File: src/include/acx_pkg.sv
package acx_pkg;
  // core counts: four dedicated cores plus the shared core at the top index
  localparam int unsigned NUM_DED = 4;
  localparam int unsigned NUM_CORES = 5;
  localparam int unsigned NUM_AN = 22;
  localparam int unsigned EIST_LO_W = 16;
  localparam int unsigned EIST_HI_W = NUM_AN - EIST_LO_W;
  localparam int unsigned DLY_W = 16;
  localparam int unsigned WARM_W = 4;
  localparam int unsigned ADDR_W = 8;
  localparam int unsigned SEL_W = 2;

  // register byte offsets
  localparam logic [ADDR_W-1:0] OFS_INSEL = 8'h00;
  localparam logic [ADDR_W-1:0] OFS_PWRRDY = 8'h04;
  localparam logic [ADDR_W-1:0] OFS_WARMCIE = 8'h08;
  localparam logic [ADDR_W-1:0] OFS_EIST_LO = 8'h0c;
  localparam logic [ADDR_W-1:0] OFS_EIST_HI = 8'h10;
  localparam logic [ADDR_W-1:0] OFS_MODE = 8'h14;
  localparam logic [ADDR_W-1:0] OFS_RDY_ST = 8'h18;
  localparam logic [ADDR_W-1:0] OFS_RDY_MASK = 8'h1c;

  // field positions inside the 16-bit registers
  localparam int unsigned SHR_POS = 7;
  localparam int unsigned WARM_LSB = 8;
  localparam int unsigned DIFF_POS [NUM_DED] = '{1, 3, 5, 7};
  localparam logic [15:0] RST_REG = 16'h0000;
  localparam logic [2:0] SIZE_WORD = 3'h2;
  localparam logic [SEL_W-1:0] SEL_NEG_CODE = 2'h1;

  // route codes driven toward the analog front end
  typedef logic [5:0] acx_route_t;
  localparam acx_route_t ROUTE_BANDGAP = 6'h20;
  localparam acx_route_t ROUTE_GAIN1 = 6'h21;
  localparam acx_route_t ROUTE_GAIN2 = 6'h22;
  localparam acx_route_t ROUTE_ALT0 = 6'h23;
  localparam acx_route_t ROUTE_ALT1 = 6'h24;
  localparam acx_route_t ROUTE_NONE = 6'h3f;
  // per selector code, indexed by core number
  localparam acx_route_t ROUTE_CODE0 [NUM_DED] = '{6'h00, 6'h01, 6'h02, 6'h03};
  localparam acx_route_t ROUTE_CODE1 [NUM_DED] = '{6'h07, 6'h12, 6'h0b, 6'h0f};
  localparam acx_route_t ROUTE_CODE2 [NUM_DED] =
    '{ROUTE_GAIN1, ROUTE_GAIN2, ROUTE_BANDGAP, ROUTE_NONE};
  localparam acx_route_t ROUTE_CODE3 [NUM_DED] =
    '{ROUTE_ALT0, ROUTE_ALT1, ROUTE_NONE, ROUTE_NONE};

  // bus data-phase tracker
  typedef enum logic [3:0] {
    ST_IDLE = 4'b0001,
    ST_WR = 4'b0010,
    ST_RD_WAIT = 4'b0100,
    ST_RD_OUT = 4'b1000
  } acx_phase_e;
endpackage

File: src/include/acx_warm_if.sv
`timescale 1ns/1ps
interface acx_warm_if;
  import acx_pkg::*;
  logic pwr_en; // core power enable
  logic [DLY_W-1:0] delay_m1; // warm-up length minus one
  logic ready; // warm-up complete
  logic ready_rise; // one-cycle pulse as ready goes high
  modport ctrl (output pwr_en, output delay_m1, input ready, input ready_rise);
  modport timer (input pwr_en, input delay_m1, output ready, output ready_rise);
endinterface

File: src/rtl/acx_warm_timer.sv
`timescale 1ns/1ps
module acx_warm_timer import acx_pkg::*; (
  input wire logic core_clk, // core source clock
  input wire logic reset, // synchronous, active high
  acx_warm_if.timer wp // enable in, ready out
);
  logic [DLY_W-1:0] cnt_r; // elapsed warm-up periods
  logic rdy_r; // warm-up done
  logic rise_r; // ready event pulse
  logic done; // last warm-up period reached

  // >= rather than == so a shortened delay mid-count still finishes
  assign done = wp.pwr_en && !rdy_r && (cnt_r >= wp.delay_m1);
  assign wp.ready = rdy_r;
  assign wp.ready_rise = rise_r;

  // period counter, restarts whenever power is removed
  always_ff @(posedge core_clk) begin
    if (reset || !wp.pwr_en) begin
      cnt_r <= '0;
    end else if (!rdy_r && !done) begin
      cnt_r <= cnt_r + 1'b1;
    end
  end

  // ready flag and its event pulse
  always_ff @(posedge core_clk) begin
    if (reset || !wp.pwr_en) begin
      rdy_r <= 1'b0;
      rise_r <= 1'b0;
    end else begin
      if (done) begin
        rdy_r <= 1'b1;
      end
      rise_r <= done;
    end
  end
endmodule

File: src/rtl/acx_core_ctrl.sv
// The AHB-Lite register port and the register offsets were left to the implementer.
`timescale 1ns/1ps
// Contract
// - core 3 selector: 00 AN3, 01 AN15
// - core 2 selector: AN2, AN11, band-gap
// - differential bit makes code 01 negative
// - ready reads one only when powered, ready
// - ready flags hardware only, writes ignored
// - warm-up code sets shared doubling delay
// - early status bits for inputs 0-15
// - inputs 16-21 in upper status bits 5:0
// - result buffer read clears early status
// - unused bits read zero, ignore writes
module acx_core_ctrl import acx_pkg::*; #(
  parameter int unsigned WARM_MAX_LOG2 = 15 // caps the warm-up length
) (
  input wire logic core_clk, // core source clock
  input wire logic reset, // synchronous, active high
  input wire logic hsel, // ahb slave select
  input wire logic [31:0] haddr, // ahb address
  input wire logic [1:0] htrans, // ahb transfer type
  input wire logic hwrite, // ahb write
  input wire logic [2:0] hsize, // ahb size
  input wire logic hready, // ahb bus ready
  input wire logic [31:0] hwdata, // ahb write data
  output logic hreadyout, // ahb slave ready
  output logic hresp, // ahb response, always okay
  output logic [31:0] hrdata, // ahb read data
  input wire logic [NUM_AN-1:0] early_irq_evt, // early event per input
  input wire logic [NUM_AN-1:0] result_buf_rd, // result buffer read per input
  output logic [NUM_DED-1:0][5:0] core_route, // selected input per core
  output logic [NUM_DED-1:0] core_neg_sel, // route is a negative input
  output logic [NUM_CORES-1:0] core_power_en, // power enables, shared on top
  output logic [NUM_CORES-1:0] core_ready, // ready flags, shared on top
  output logic irq // common converter interrupt
);

  // an absurd cap would overflow the counter width
  if (WARM_MAX_LOG2 < 1 || WARM_MAX_LOG2 > DLY_W - 1) begin : g_chk
    $error("WARM_MAX_LOG2 out of range");
  end

  localparam logic [4:0] WARM_CAP = 5'(WARM_MAX_LOG2); // cap at register width

  acx_phase_e phase_r; // data phase in progress
  acx_phase_e phase_nxt; // next data phase
  logic [ADDR_W-1:0] addr_r; // latched address
  logic [31:0] hrdata_r; // read data flop
  logic take; // address phase accepted
  logic wr_en; // write data phase
  logic [15:0] wd; // write data, low half
  logic [15:0] rd_word; // read mux result
  logic [2*NUM_DED-1:0] insel_r; // input selectors
  logic [NUM_CORES-1:0] pwr_r; // power enables
  logic [WARM_W-1:0] warm_r; // warm-up code
  logic [NUM_CORES-1:0] cie_r; // ready interrupt enables
  logic [NUM_DED-1:0] mode_r; // differential mode bits
  logic [NUM_AN-1:0] eist_r; // early status
  logic [NUM_AN-1:0] eist_wr; // eist after software write
  logic [NUM_CORES-1:0] rdy_st_r; // sticky ready events
  logic [NUM_CORES-1:0] rmask_r; // ready event mask
  logic [NUM_CORES-1:0] rise_v; // ready event pulses
  logic [NUM_CORES-1:0] rdy_clr; // write-one-to-clear bits
  logic [NUM_DED-1:0][5:0] route_r; // route flops
  logic [NUM_DED-1:0] neg_r; // negative-input flops
  logic [4:0] warm_log2; // log2 of warm-up periods
  logic [DLY_W-1:0] warm_m1; // warm-up periods minus one

  // packs a core vector into the dedicated-low, shared-bit-7 byte layout
  function automatic logic [7:0] byte5(input logic [NUM_CORES-1:0] v);
    byte5 = {v[NUM_CORES-1], 3'h0, v[NUM_DED-1:0]};
  endfunction

  // inverse of byte5: unused bits 6:4 are dropped
  function automatic logic [NUM_CORES-1:0] unbyte5(input logic [7:0] b);
    unbyte5 = {b[SHR_POS], b[NUM_DED-1:0]};
  endfunction

  // ---------------- ahb-lite slave ----------------

  assign take = hsel && htrans[1] && hready;
  assign wr_en = (phase_r == ST_WR);
  assign wd = hwdata[15:0];
  assign hresp = 1'b0;
  assign hrdata = hrdata_r;
  // reads stall one cycle so a write just before is already visible
  assign hreadyout = (phase_r != ST_RD_WAIT);

  // data phase sequencing
  always_comb begin
    phase_nxt = phase_r;
    case (phase_r)
      ST_IDLE, ST_WR, ST_RD_OUT: begin
        if (!take) begin
          phase_nxt = ST_IDLE;
        end else if (!hwrite) begin
          phase_nxt = ST_RD_WAIT;
        end else if (hsize == SIZE_WORD) begin
          phase_nxt = ST_WR;
        end else begin
          phase_nxt = ST_IDLE; // narrow writes are dropped
        end
      end
      ST_RD_WAIT: begin
        phase_nxt = ST_RD_OUT;
      end
      default: begin
        phase_nxt = ST_IDLE;
      end
    endcase
  end

  // phase register
  always_ff @(posedge core_clk) begin
    if (reset) begin
      phase_r <= ST_IDLE;
    end else begin
      phase_r <= phase_nxt;
    end
  end

  // address latch; upper bits are decoded by the interconnect via hsel
  always_ff @(posedge core_clk) begin
    if (reset) begin
      addr_r <= '0;
    end else if (take) begin
      addr_r <= haddr[ADDR_W-1:0];
    end
  end

  // read mux; unmapped offsets and unused bits read zero
  always_comb begin
    rd_word = RST_REG;
    case (addr_r)
      OFS_INSEL: rd_word = {8'h00, insel_r};
      OFS_PWRRDY: rd_word = {byte5(core_ready), byte5(pwr_r)};
      OFS_WARMCIE: rd_word = {4'h0, warm_r, byte5(cie_r)};
      OFS_EIST_LO: rd_word = eist_r[EIST_LO_W-1:0];
      OFS_EIST_HI: rd_word = {10'h000, eist_r[NUM_AN-1:EIST_LO_W]};
      OFS_MODE: begin
        rd_word = RST_REG;
        for (int k = 0; k < NUM_DED; k++) begin
          rd_word[DIFF_POS[k]] = mode_r[k];
        end
      end
      OFS_RDY_ST: rd_word = {8'h00, byte5(rdy_st_r)};
      OFS_RDY_MASK: rd_word = {8'h00, byte5(rmask_r)};
      default: rd_word = RST_REG;
    endcase
  end

  // read data flop, loaded during the wait cycle
  always_ff @(posedge core_clk) begin
    if (reset) begin
      hrdata_r <= '0;
    end else if (phase_r == ST_RD_WAIT) begin
      hrdata_r <= {16'h0000, rd_word};
    end
  end

  // ---------------- control registers ----------------

  // input selectors
  always_ff @(posedge core_clk) begin
    if (reset) begin
      insel_r <= '0;
    end else if (wr_en && addr_r == OFS_INSEL) begin
      insel_r <= wd[2*NUM_DED-1:0];
    end
  end

  // power enables; ready bits in the upper byte are never written
  always_ff @(posedge core_clk) begin
    if (reset) begin
      pwr_r <= '0;
    end else if (wr_en && addr_r == OFS_PWRRDY) begin
      pwr_r <= unbyte5(wd[7:0]);
    end
  end

  // warm-up code and ready interrupt enables
  always_ff @(posedge core_clk) begin
    if (reset) begin
      warm_r <= '0;
      cie_r <= '0;
    end else if (wr_en && addr_r == OFS_WARMCIE) begin
      warm_r <= wd[WARM_LSB +: WARM_W];
      cie_r <= unbyte5(wd[7:0]);
    end
  end

  // differential mode bits
  always_ff @(posedge core_clk) begin
    if (reset) begin
      mode_r <= '0;
    end else if (wr_en && addr_r == OFS_MODE) begin
      for (int k = 0; k < NUM_DED; k++) begin
        mode_r[k] <= wd[DIFF_POS[k]];
      end
    end
  end

  // ready event mask
  always_ff @(posedge core_clk) begin
    if (reset) begin
      rmask_r <= '0;
    end else if (wr_en && addr_r == OFS_RDY_MASK) begin
      rmask_r <= unbyte5(wd[7:0]);
    end
  end

  // ---------------- early interrupt status ----------------

  // software may write the bits directly; a buffer read clears one
  always_comb begin
    eist_wr = eist_r;
    if (wr_en && addr_r == OFS_EIST_LO) begin
      eist_wr[EIST_LO_W-1:0] = wd;
    end
    if (wr_en && addr_r == OFS_EIST_HI) begin
      eist_wr[NUM_AN-1:EIST_LO_W] = wd[EIST_HI_W-1:0];
    end
  end

  // a new event in the clearing cycle wins over the clear
  always_ff @(posedge core_clk) begin
    if (reset) begin
      eist_r <= '0;
    end else begin
      eist_r <= (eist_wr & ~result_buf_rd) | early_irq_evt;
    end
  end

  // ---------------- warm-up timers ----------------

  // warm-up length is 2^code periods (code 4 gives 16), capped for short simulations
  always_comb begin
    warm_log2 = {1'b0, warm_r};
    if (warm_log2 > WARM_CAP) begin
      warm_log2 = WARM_CAP;
    end
    warm_m1 = DLY_W'((32'd1 << warm_log2) - 32'd1);
  end

  acx_warm_if wif [NUM_CORES] ();

  genvar g;
  generate
    for (g = 0; g < NUM_CORES; g++) begin : g_warm
      assign wif[g].pwr_en = pwr_r[g];
      assign wif[g].delay_m1 = warm_m1;
      // gating by the enable drops ready in the same cycle power goes off
      assign core_ready[g] = wif[g].ready && pwr_r[g];
      assign rise_v[g] = wif[g].ready_rise && pwr_r[g];
      acx_warm_timer u_timer (
        .core_clk(core_clk),
        .reset(reset),
        .wp(wif[g])
      );
    end
  endgenerate

  assign core_power_en = pwr_r;

  // ---------------- ready interrupt ----------------

  assign rdy_clr = (wr_en && addr_r == OFS_RDY_ST) ? unbyte5(wd[7:0]) : '0;

  // sticky ready events; set wins over a write-one clear
  always_ff @(posedge core_clk) begin
    if (reset) begin
      rdy_st_r <= '0;
    end else begin
      rdy_st_r <= (rdy_st_r & ~rdy_clr) | (rise_v & cie_r);
    end
  end

  assign irq = |(rdy_st_r & rmask_r);

  // ---------------- input routing ----------------

  // registered so the analog switches see glitch-free codes
  always_ff @(posedge core_clk) begin
    if (reset) begin
      route_r <= '0;
      neg_r <= '0;
    end else begin
      for (int k = 0; k < NUM_DED; k++) begin
        case (insel_r[SEL_W*k +: SEL_W])
          2'h0: route_r[k] <= ROUTE_CODE0[k];
          2'h1: route_r[k] <= ROUTE_CODE1[k];
          2'h2: route_r[k] <= ROUTE_CODE2[k];
          default: route_r[k] <= ROUTE_CODE3[k];
        endcase
        neg_r[k] <= mode_r[k] && (insel_r[SEL_W*k +: SEL_W] == SEL_NEG_CODE);
      end
    end
  end

  assign core_route = route_r;
  assign core_neg_sel = neg_r;
endmodule

File: config.mk
export PLATFORM = sky130hd
export DESIGN_NAME = acx_core_ctrl
export DESIGN_NICKNAME = d
export VERILOG_FILES = /design/src/include/acx_pkg.sv /design/src/include/acx_warm_if.sv /design/src/rtl/acx_warm_timer.sv /design/src/rtl/acx_core_ctrl.sv
export SDC_FILE = /design/constraint.sdc
export NUM_CORES = 1
export LEC_CHECK = 0
export ABC_AREA = 0
export BUFFER_PORTS_ARGS = -buffer_cell sky130_fd_sc_hd__clkbuf_2
export CORE_UTILIZATION = 61
export CTS_BUF_LIST = sky130_fd_sc_hd__clkbuf_8 sky130_fd_sc_hd__clkbuf_16
export CTS_CLUSTER_DIAMETER = 80
export CTS_CLUSTER_SIZE = 28
export DETAILED_ROUTE_END_ITERATION = 8
export PLACE_DENSITY = 0.95
export SYNTH_ARGS = -nofsm -noshare
export SYNTH_HDL_FRONTEND = slang
export SYNTH_SLANG_ARGS = --single-unit
export TNS_END_PERCENT = 30
File: constraint.sdc
create_clock -name core_clk -period 6.68 [get_ports core_clk]
set_input_delay 1.336 -clock core_clk [delete_from_list [all_inputs] [get_ports core_clk]]
set_output_delay 1.336 -clock core_clk [all_outputs]
set_load 0.01 [all_outputs]
Word level (Yosys, flattened, before mapping)
Index checks and enable logic that the tools add are counted.
Cells by class
  reduce and logical (&&, ||, !) cells: 66
  order comparisons: 5
  bitwise gates (word level): 8
  add/subtract/negate cells: 6
  equal/unequal tests: 20
  shifts and indexed selects: 1
  mux-type cells: 12
Operators with widths (count)
  16-bit one-hot mux with 8 select lines: 1
  16-bit by 1-bit adder with 16-bit output (second input constant): 5
  16-bit greater-or-equal comparator: 5
  6-bit one-hot mux with 3 select lines: 3
  1-bit logical AND: 39
  8-bit by 5-bit == test with 1-bit output (second input constant): 4
  22-bit bitwise AND: 1
  22-bit NOT: 1
  22-bit bitwise OR: 1
  8-bit by 4-bit == test with 1-bit output (second input constant): 2
  16-bit two-way mux: 1
  1-bit by 4-bit << shifter with 16-bit output (first input constant): 1
  16-bit by 1-bit subtractor with 16-bit output (second input constant): 1
  5-bit bitwise AND: 3
  1-bit zero test: 15
  6-bit one-hot mux with 2 select lines: 1
  2-bit by 1-bit == test with 1-bit output (second input constant): 4
  8-bit by 3-bit == test with 1-bit output (second input constant): 1
  2-bit zero test: 4
  8-bit zero test: 1
  4-bit one-hot mux with 2 select lines: 1
  2-bit == test (second input constant): 3
  3-bit two-way mux: 2
  6-bit two-way mux: 1
  13 further kinds: 17
Word-level totals
  register bits: 204
  logic and storage cells: 149
  output and inout port bits: 73

Depth between registers and ports, before layout
  word-level depth: 6
  gate-level depth with buffers: 19

Modules after synthesis
Synthesis repeated with hierarchy kept, for this count alone.
Unflattened totals
  cells, all modules: 1327
  area, all modules: 11612.4 sq um
Modules (own cells, without submodules)
  acx_warm_timer: sequential area each 360.3 sq um, area an instance 1276.2 sq um, cells each 152, times used 5
  acx_core_ctrl: sequential area each 2122.0 sq um, area an instance 5231.3 sq um, cells each 567, times used 1

Worst setup path before layout
OpenSTA, ideal clock, no wires.
  path kind: register -> register
  start: register warm_r[3]
  end: register g_warm[3].u_timer.cnt_r[13]
  arrival: 4.054 ns
  slack: 2.555 ns
  data required time: 6.609 ns
  stages on the path, launching flop included: 19
  cells stage by stage: dfxtp_1 -> buf_6 -> clkbuf_1 -> inv_1 -> nand3_1 -> ha_1 -> clkbuf_1 -> nor4_1 -> a21o_1 -> a21oi_1 -> ha_1 -> o21ai_0 -> a21oi_1 -> a221o_1 -> o2111ai_1 -> nand4_1 -> buf_2 -> or4_1 -> a21oi_1
On the way
  word-level cells in the longest chain between the ends: 6
RTL lines
  start: declaration: RTL line acx_core_ctrl.sv:55  | logic [WARM_W-1:0] warm_r;
  start signal: assignment: RTL line acx_core_ctrl.sv:187  | warm_r <= wd[WARM_LSB +: WARM_W];
  1-bit by 4-bit << shifter with 16-bit output: RTL line acx_core_ctrl.sv:242  | warm_m1 = DLY_W'((32'd1 << warm_log2) - 32'd1);
  16-bit by 1-bit subtractor with 16-bit output: RTL line acx_core_ctrl.sv:242
  16-bit greater-or-equal comparator: RTL line acx_warm_timer.sv:13  | assign done = wp.pwr_en && !rdy_r && (cnt_r >= wp.delay_m1);
  1-bit logical AND: RTL line acx_warm_timer.sv:13
  1-bit zero test: RTL line acx_warm_timer.sv:21  | end else if (!rdy_r && !done) begin
  1-bit logical AND: RTL line acx_warm_timer.sv:21
  end signal: assignment: RTL line acx_warm_timer.sv:22  | cnt_r <= cnt_r + 1'b1;
  end: declaration: RTL line acx_warm_timer.sv:7  | logic [DLY_W-1:0] cnt_r;
Every way passes these cells.
A chain may end at the register's enable or synchronous reset.

Worst setup path after layout
  start: register warm_r[3]
  end: register g_warm[2].u_timer.cnt_r[7]
On the way
  word-level cells in the longest chain between the ends: 6
RTL lines (RTL line)
  1-bit by 4-bit << shifter with 16-bit output: acx_core_ctrl.sv:242
  16-bit by 1-bit subtractor with 16-bit output: acx_core_ctrl.sv:242
  16-bit greater-or-equal comparator: acx_warm_timer.sv:13
  1-bit logical AND: acx_warm_timer.sv:13
  1-bit zero test: acx_warm_timer.sv:21
  1-bit logical AND: acx_warm_timer.sv:21
  end signal: assignment: acx_warm_timer.sv:22
  end: declaration: acx_warm_timer.sv:7
Every way passes these cells.

==> flow_summary.toml <==
[setup_path]
cp_slowest_cell = "a211oi_1"
critical_path.cell_chain = "inv_1, nand3_1, ha_1, nor4b_1, nor2_1, ha_1, nand2_1, o211ai_1, a2111oi_0, a211oi_1, a21oi_1, nand4_1, xor2_1, nor2_1"
crit_path_max_fanout = 19
worstPathRequired_ps = 6990
arrival_ps = 6490
cp-start-kind = "register"
cpPeakStageDelay_ps = 790
path_buf_inv = 1
critPathTopFamily = "simple AND/OR/NAND/NOR gates"
crit_type = "reg2reg"
end_kind = "register"

[clock_network]
cts.path.max_buffers = 2
h-tree-depth = 4
numCtsBuffers = 17
clkSlewWorstSetupHoldPaths_ps = 70
clock_latency_ps = 460
cts_root_buf = "clkbuf_16"
cts_resized = 0
tritoncts = "done"
clock-sinks = 196
cts_hold_buf = 0
post_cts_buffers = 0

[timing]
period_minus_slack_ps = 6177
setup_tns_ps = 0
tightest_slew_ps = 1058
max_slew_margin = 0.2874
fin_crit_sh = 0.9247
final_hold_viol_count = 0
rsz0062_at_grt = "false"
worst_slack_ps = 502.7
setup_viol = 0
maxSlewViolCount = 0
clock_skew_ps = 11.05
fin_hold_ws_ps = 457.8
clock.fmax_mhz = 161.9

[placed_design]
dp_cells = 1543
dpl_cell_area_mm2 = 0.01106
io_buffer_count = 129
gp_congestion = 0.9162
dpl.hpwl_mm = 19.65
dp_slack_ps = 953.8

[grt]
grt_pass1_vias = 9382
antenna_found_initial = 0
grt_start_max_net_pins = 99
gr-total-overflow = 0
track_usage = 0.3242
grt_pass1_wl_mm = 45.36

[logic_synthesis]
yosys.area_share.simple = 0.2482
yosysSeqAreaShare = 0.3754
synthMuxAreaShare = 0.03101
synthAdderAreaFrac = 0.1049
synth_area_mm2 = 0.01045
synth_xor_area_frac = 0.04861
synth_ff_type = "dfxtp_1"
synthCells = 1248
ys_ff_latch = 196
syn_area_per_cell_um2 = 8.374
ys_types = 71
async_flop_share = 0
yosys_warnings = 0
synth_compound_area_frac = 0.1409
synth-edff-count = 0
synth_top_family_by_area = "simple AND/OR/NAND/NOR gates"

[power]
ir_drop_v = 0.0001812
p_per_area_mw_per_mm2 = 200.8
p_total_mw = 2.343
leakagePower_nw = 4.600

[route]
drc = 0
postRouteAntennaNets = 0
vias_per_cell = 6.308
dr.pass1.iters = 8
wl_per_cell_um = 18.30
topRoutingLayerUsed = "met4"
met1_length_mm = 10.79
vias = 9935
drtIter0Drc = 1090
routed-wl-met3_mm = 3.096
dr_wl_met2_mm = 13.63
totalWireLength_mm = 28.82

[finish]
utilization = 0.7009
design_area_mm2 = 0.01166
instances_no_fill = 1575
diodes = 0
fill_cells = 1209
area_growth_pct = 11.60
ff_latch_area_mm2 = 0.003924
multiInputGateArea_mm2 = 0.006095
nets = 1546
final_layout_size_suffix_gt1_frac = 0.1373

[floorplan]
design.core.area_mm2 = 0.01664
die_h_um = 132.9
ios = 191
die_area_mm2 = 0.01766
die_w_um = 132.9
row_count = 47
start_util = 0.6280

[min_path]
hp-class = "reg2reg"

[run_status]
status = "finished, final reports clean"

[flow_run]
cap_viol_max_count = 0
-- logic make-up after synthesis --
logic type / count (synthesis)
compound gates: 235
xor+xnor: 58
fa+ha+maj: 88
buf+inv: 105
flops: 196
mux: 29
other cells: 2
simple gates: 535
-- power breakdown --
group	internal (mW)	leakage (nW)	switching [mW]
Clock	0.578	0.303	0.481
Sequential	1.18	1.59	0.00953
Combinational	0.0357	2.71	0.0592
Total	1.79	4.60	0.549
-- cell usage after synthesis (24+ instances only) --
cell / number / area share
dfxtp_1: 196 / 0.38
nor2_1: 174 / 0.062
nand2_1: 141 / 0.051
a21oi_1: 108 / 0.052
ha_1: 86 / 0.10
nand3_1: 48 / 0.023
clkbuf_1: 46 / 0.017
o21ai_0: 34 / 0.016
xnor2_1: 31 / 0.026
buf_4: 30 / 0.022
xor2_1: 27 / 0.023
and3_1: 24 / 0.014
-- metal layers --
layer	GRT usage	vias up
met3	0.07586	132
met4	0.1884	0
li1	-	4564
met1	0.3843	4623
met2	0.5361	616
met5	0	-
-- final timing paths --
kind	from	end	slack [ps]	depth (start not counted)
max reg2reg	warm_r[3]$_SDFFE_PP0P_	g_warm[2].u_timer.cnt_r[7]$_SDFFE_PP0P_	500	14
min	addr_r[6]$_SDFFE_PP0P_	addr_r[6]$_SDFFE_PP0P_	460	2
max	warm_r[3]$_SDFFE_PP0P_	g_warm[2].u_timer.cnt_r[7]$_SDFFE_PP0P_	500	14
min reg2reg	addr_r[6]$_SDFFE_PP0P_	addr_r[6]$_SDFFE_PP0P_	460	2
-- worst reg2reg max path: cells and delay by family, from the launching register on --
kind / cells / cell delay [ps]
compound gates: 4 / 1670
xor+xnor: 1 / 160
fa+ha+maj: 2 / 1010
buf+inv: 1 / 440
flops: 1 / 720
simple gates: 6 / 2020
-- sequential cells by signal, summed over array words and instances (netlist names) --
signal and cells:
eist_r 22, addr_r 8, warm_r 4, insel_r 8
g_warm.u_timer.cnt_r 80, g_warm.u_timer.wp.ready 5, phase_r 4, cie_r 5
hrdata 16, core_neg_sel 4, g_warm.u_timer.wp.ready_rise 5, core_route 16
rdy_st_r 5, core_power_en 5, rmask_r 5, mode_r 4
-- layout make-up --
| class | instances | area share |
|---|---|---|
| flip-flops and latches | 196 | 0.3364 |
| multi-input cells | 970 | 0.5225 |
| clock buffers | 19 | 0.03883 |
| clock inverters | 13 | 0.01277 |
| inverters | 24 | 0.007724 |
| well taps | 220 | 0.02360 |
| repair buffers | 133 | 0.05814 |
-- layout by cell type, fill, tap and decap left out, types with 7 or more instances in the layout --
cell type,n
conb_1,25
and2_1,15
nor4_1,16
xnor2_1,31
nor3b_1,7
mux2_2,7
or3_1,13
nor2_1,174
nor2b_1,17
clkbuf_2,128
a32oi_1,9
ha_1,86
and4_1,7
clkbuf_16,17
nor3_1,15
nand2_1,141
nand2b_1,7
xor2_1,27
o21ai_0,34
a22oi_1,16
dfxtp_1,196
mux2i_1,20
a21oi_1,108
inv_1,24
nor4b_1,9
nand3_1,48
a21o_1,8
nand4_1,19
and3_1,24
(Power assumes the default switching activity.)
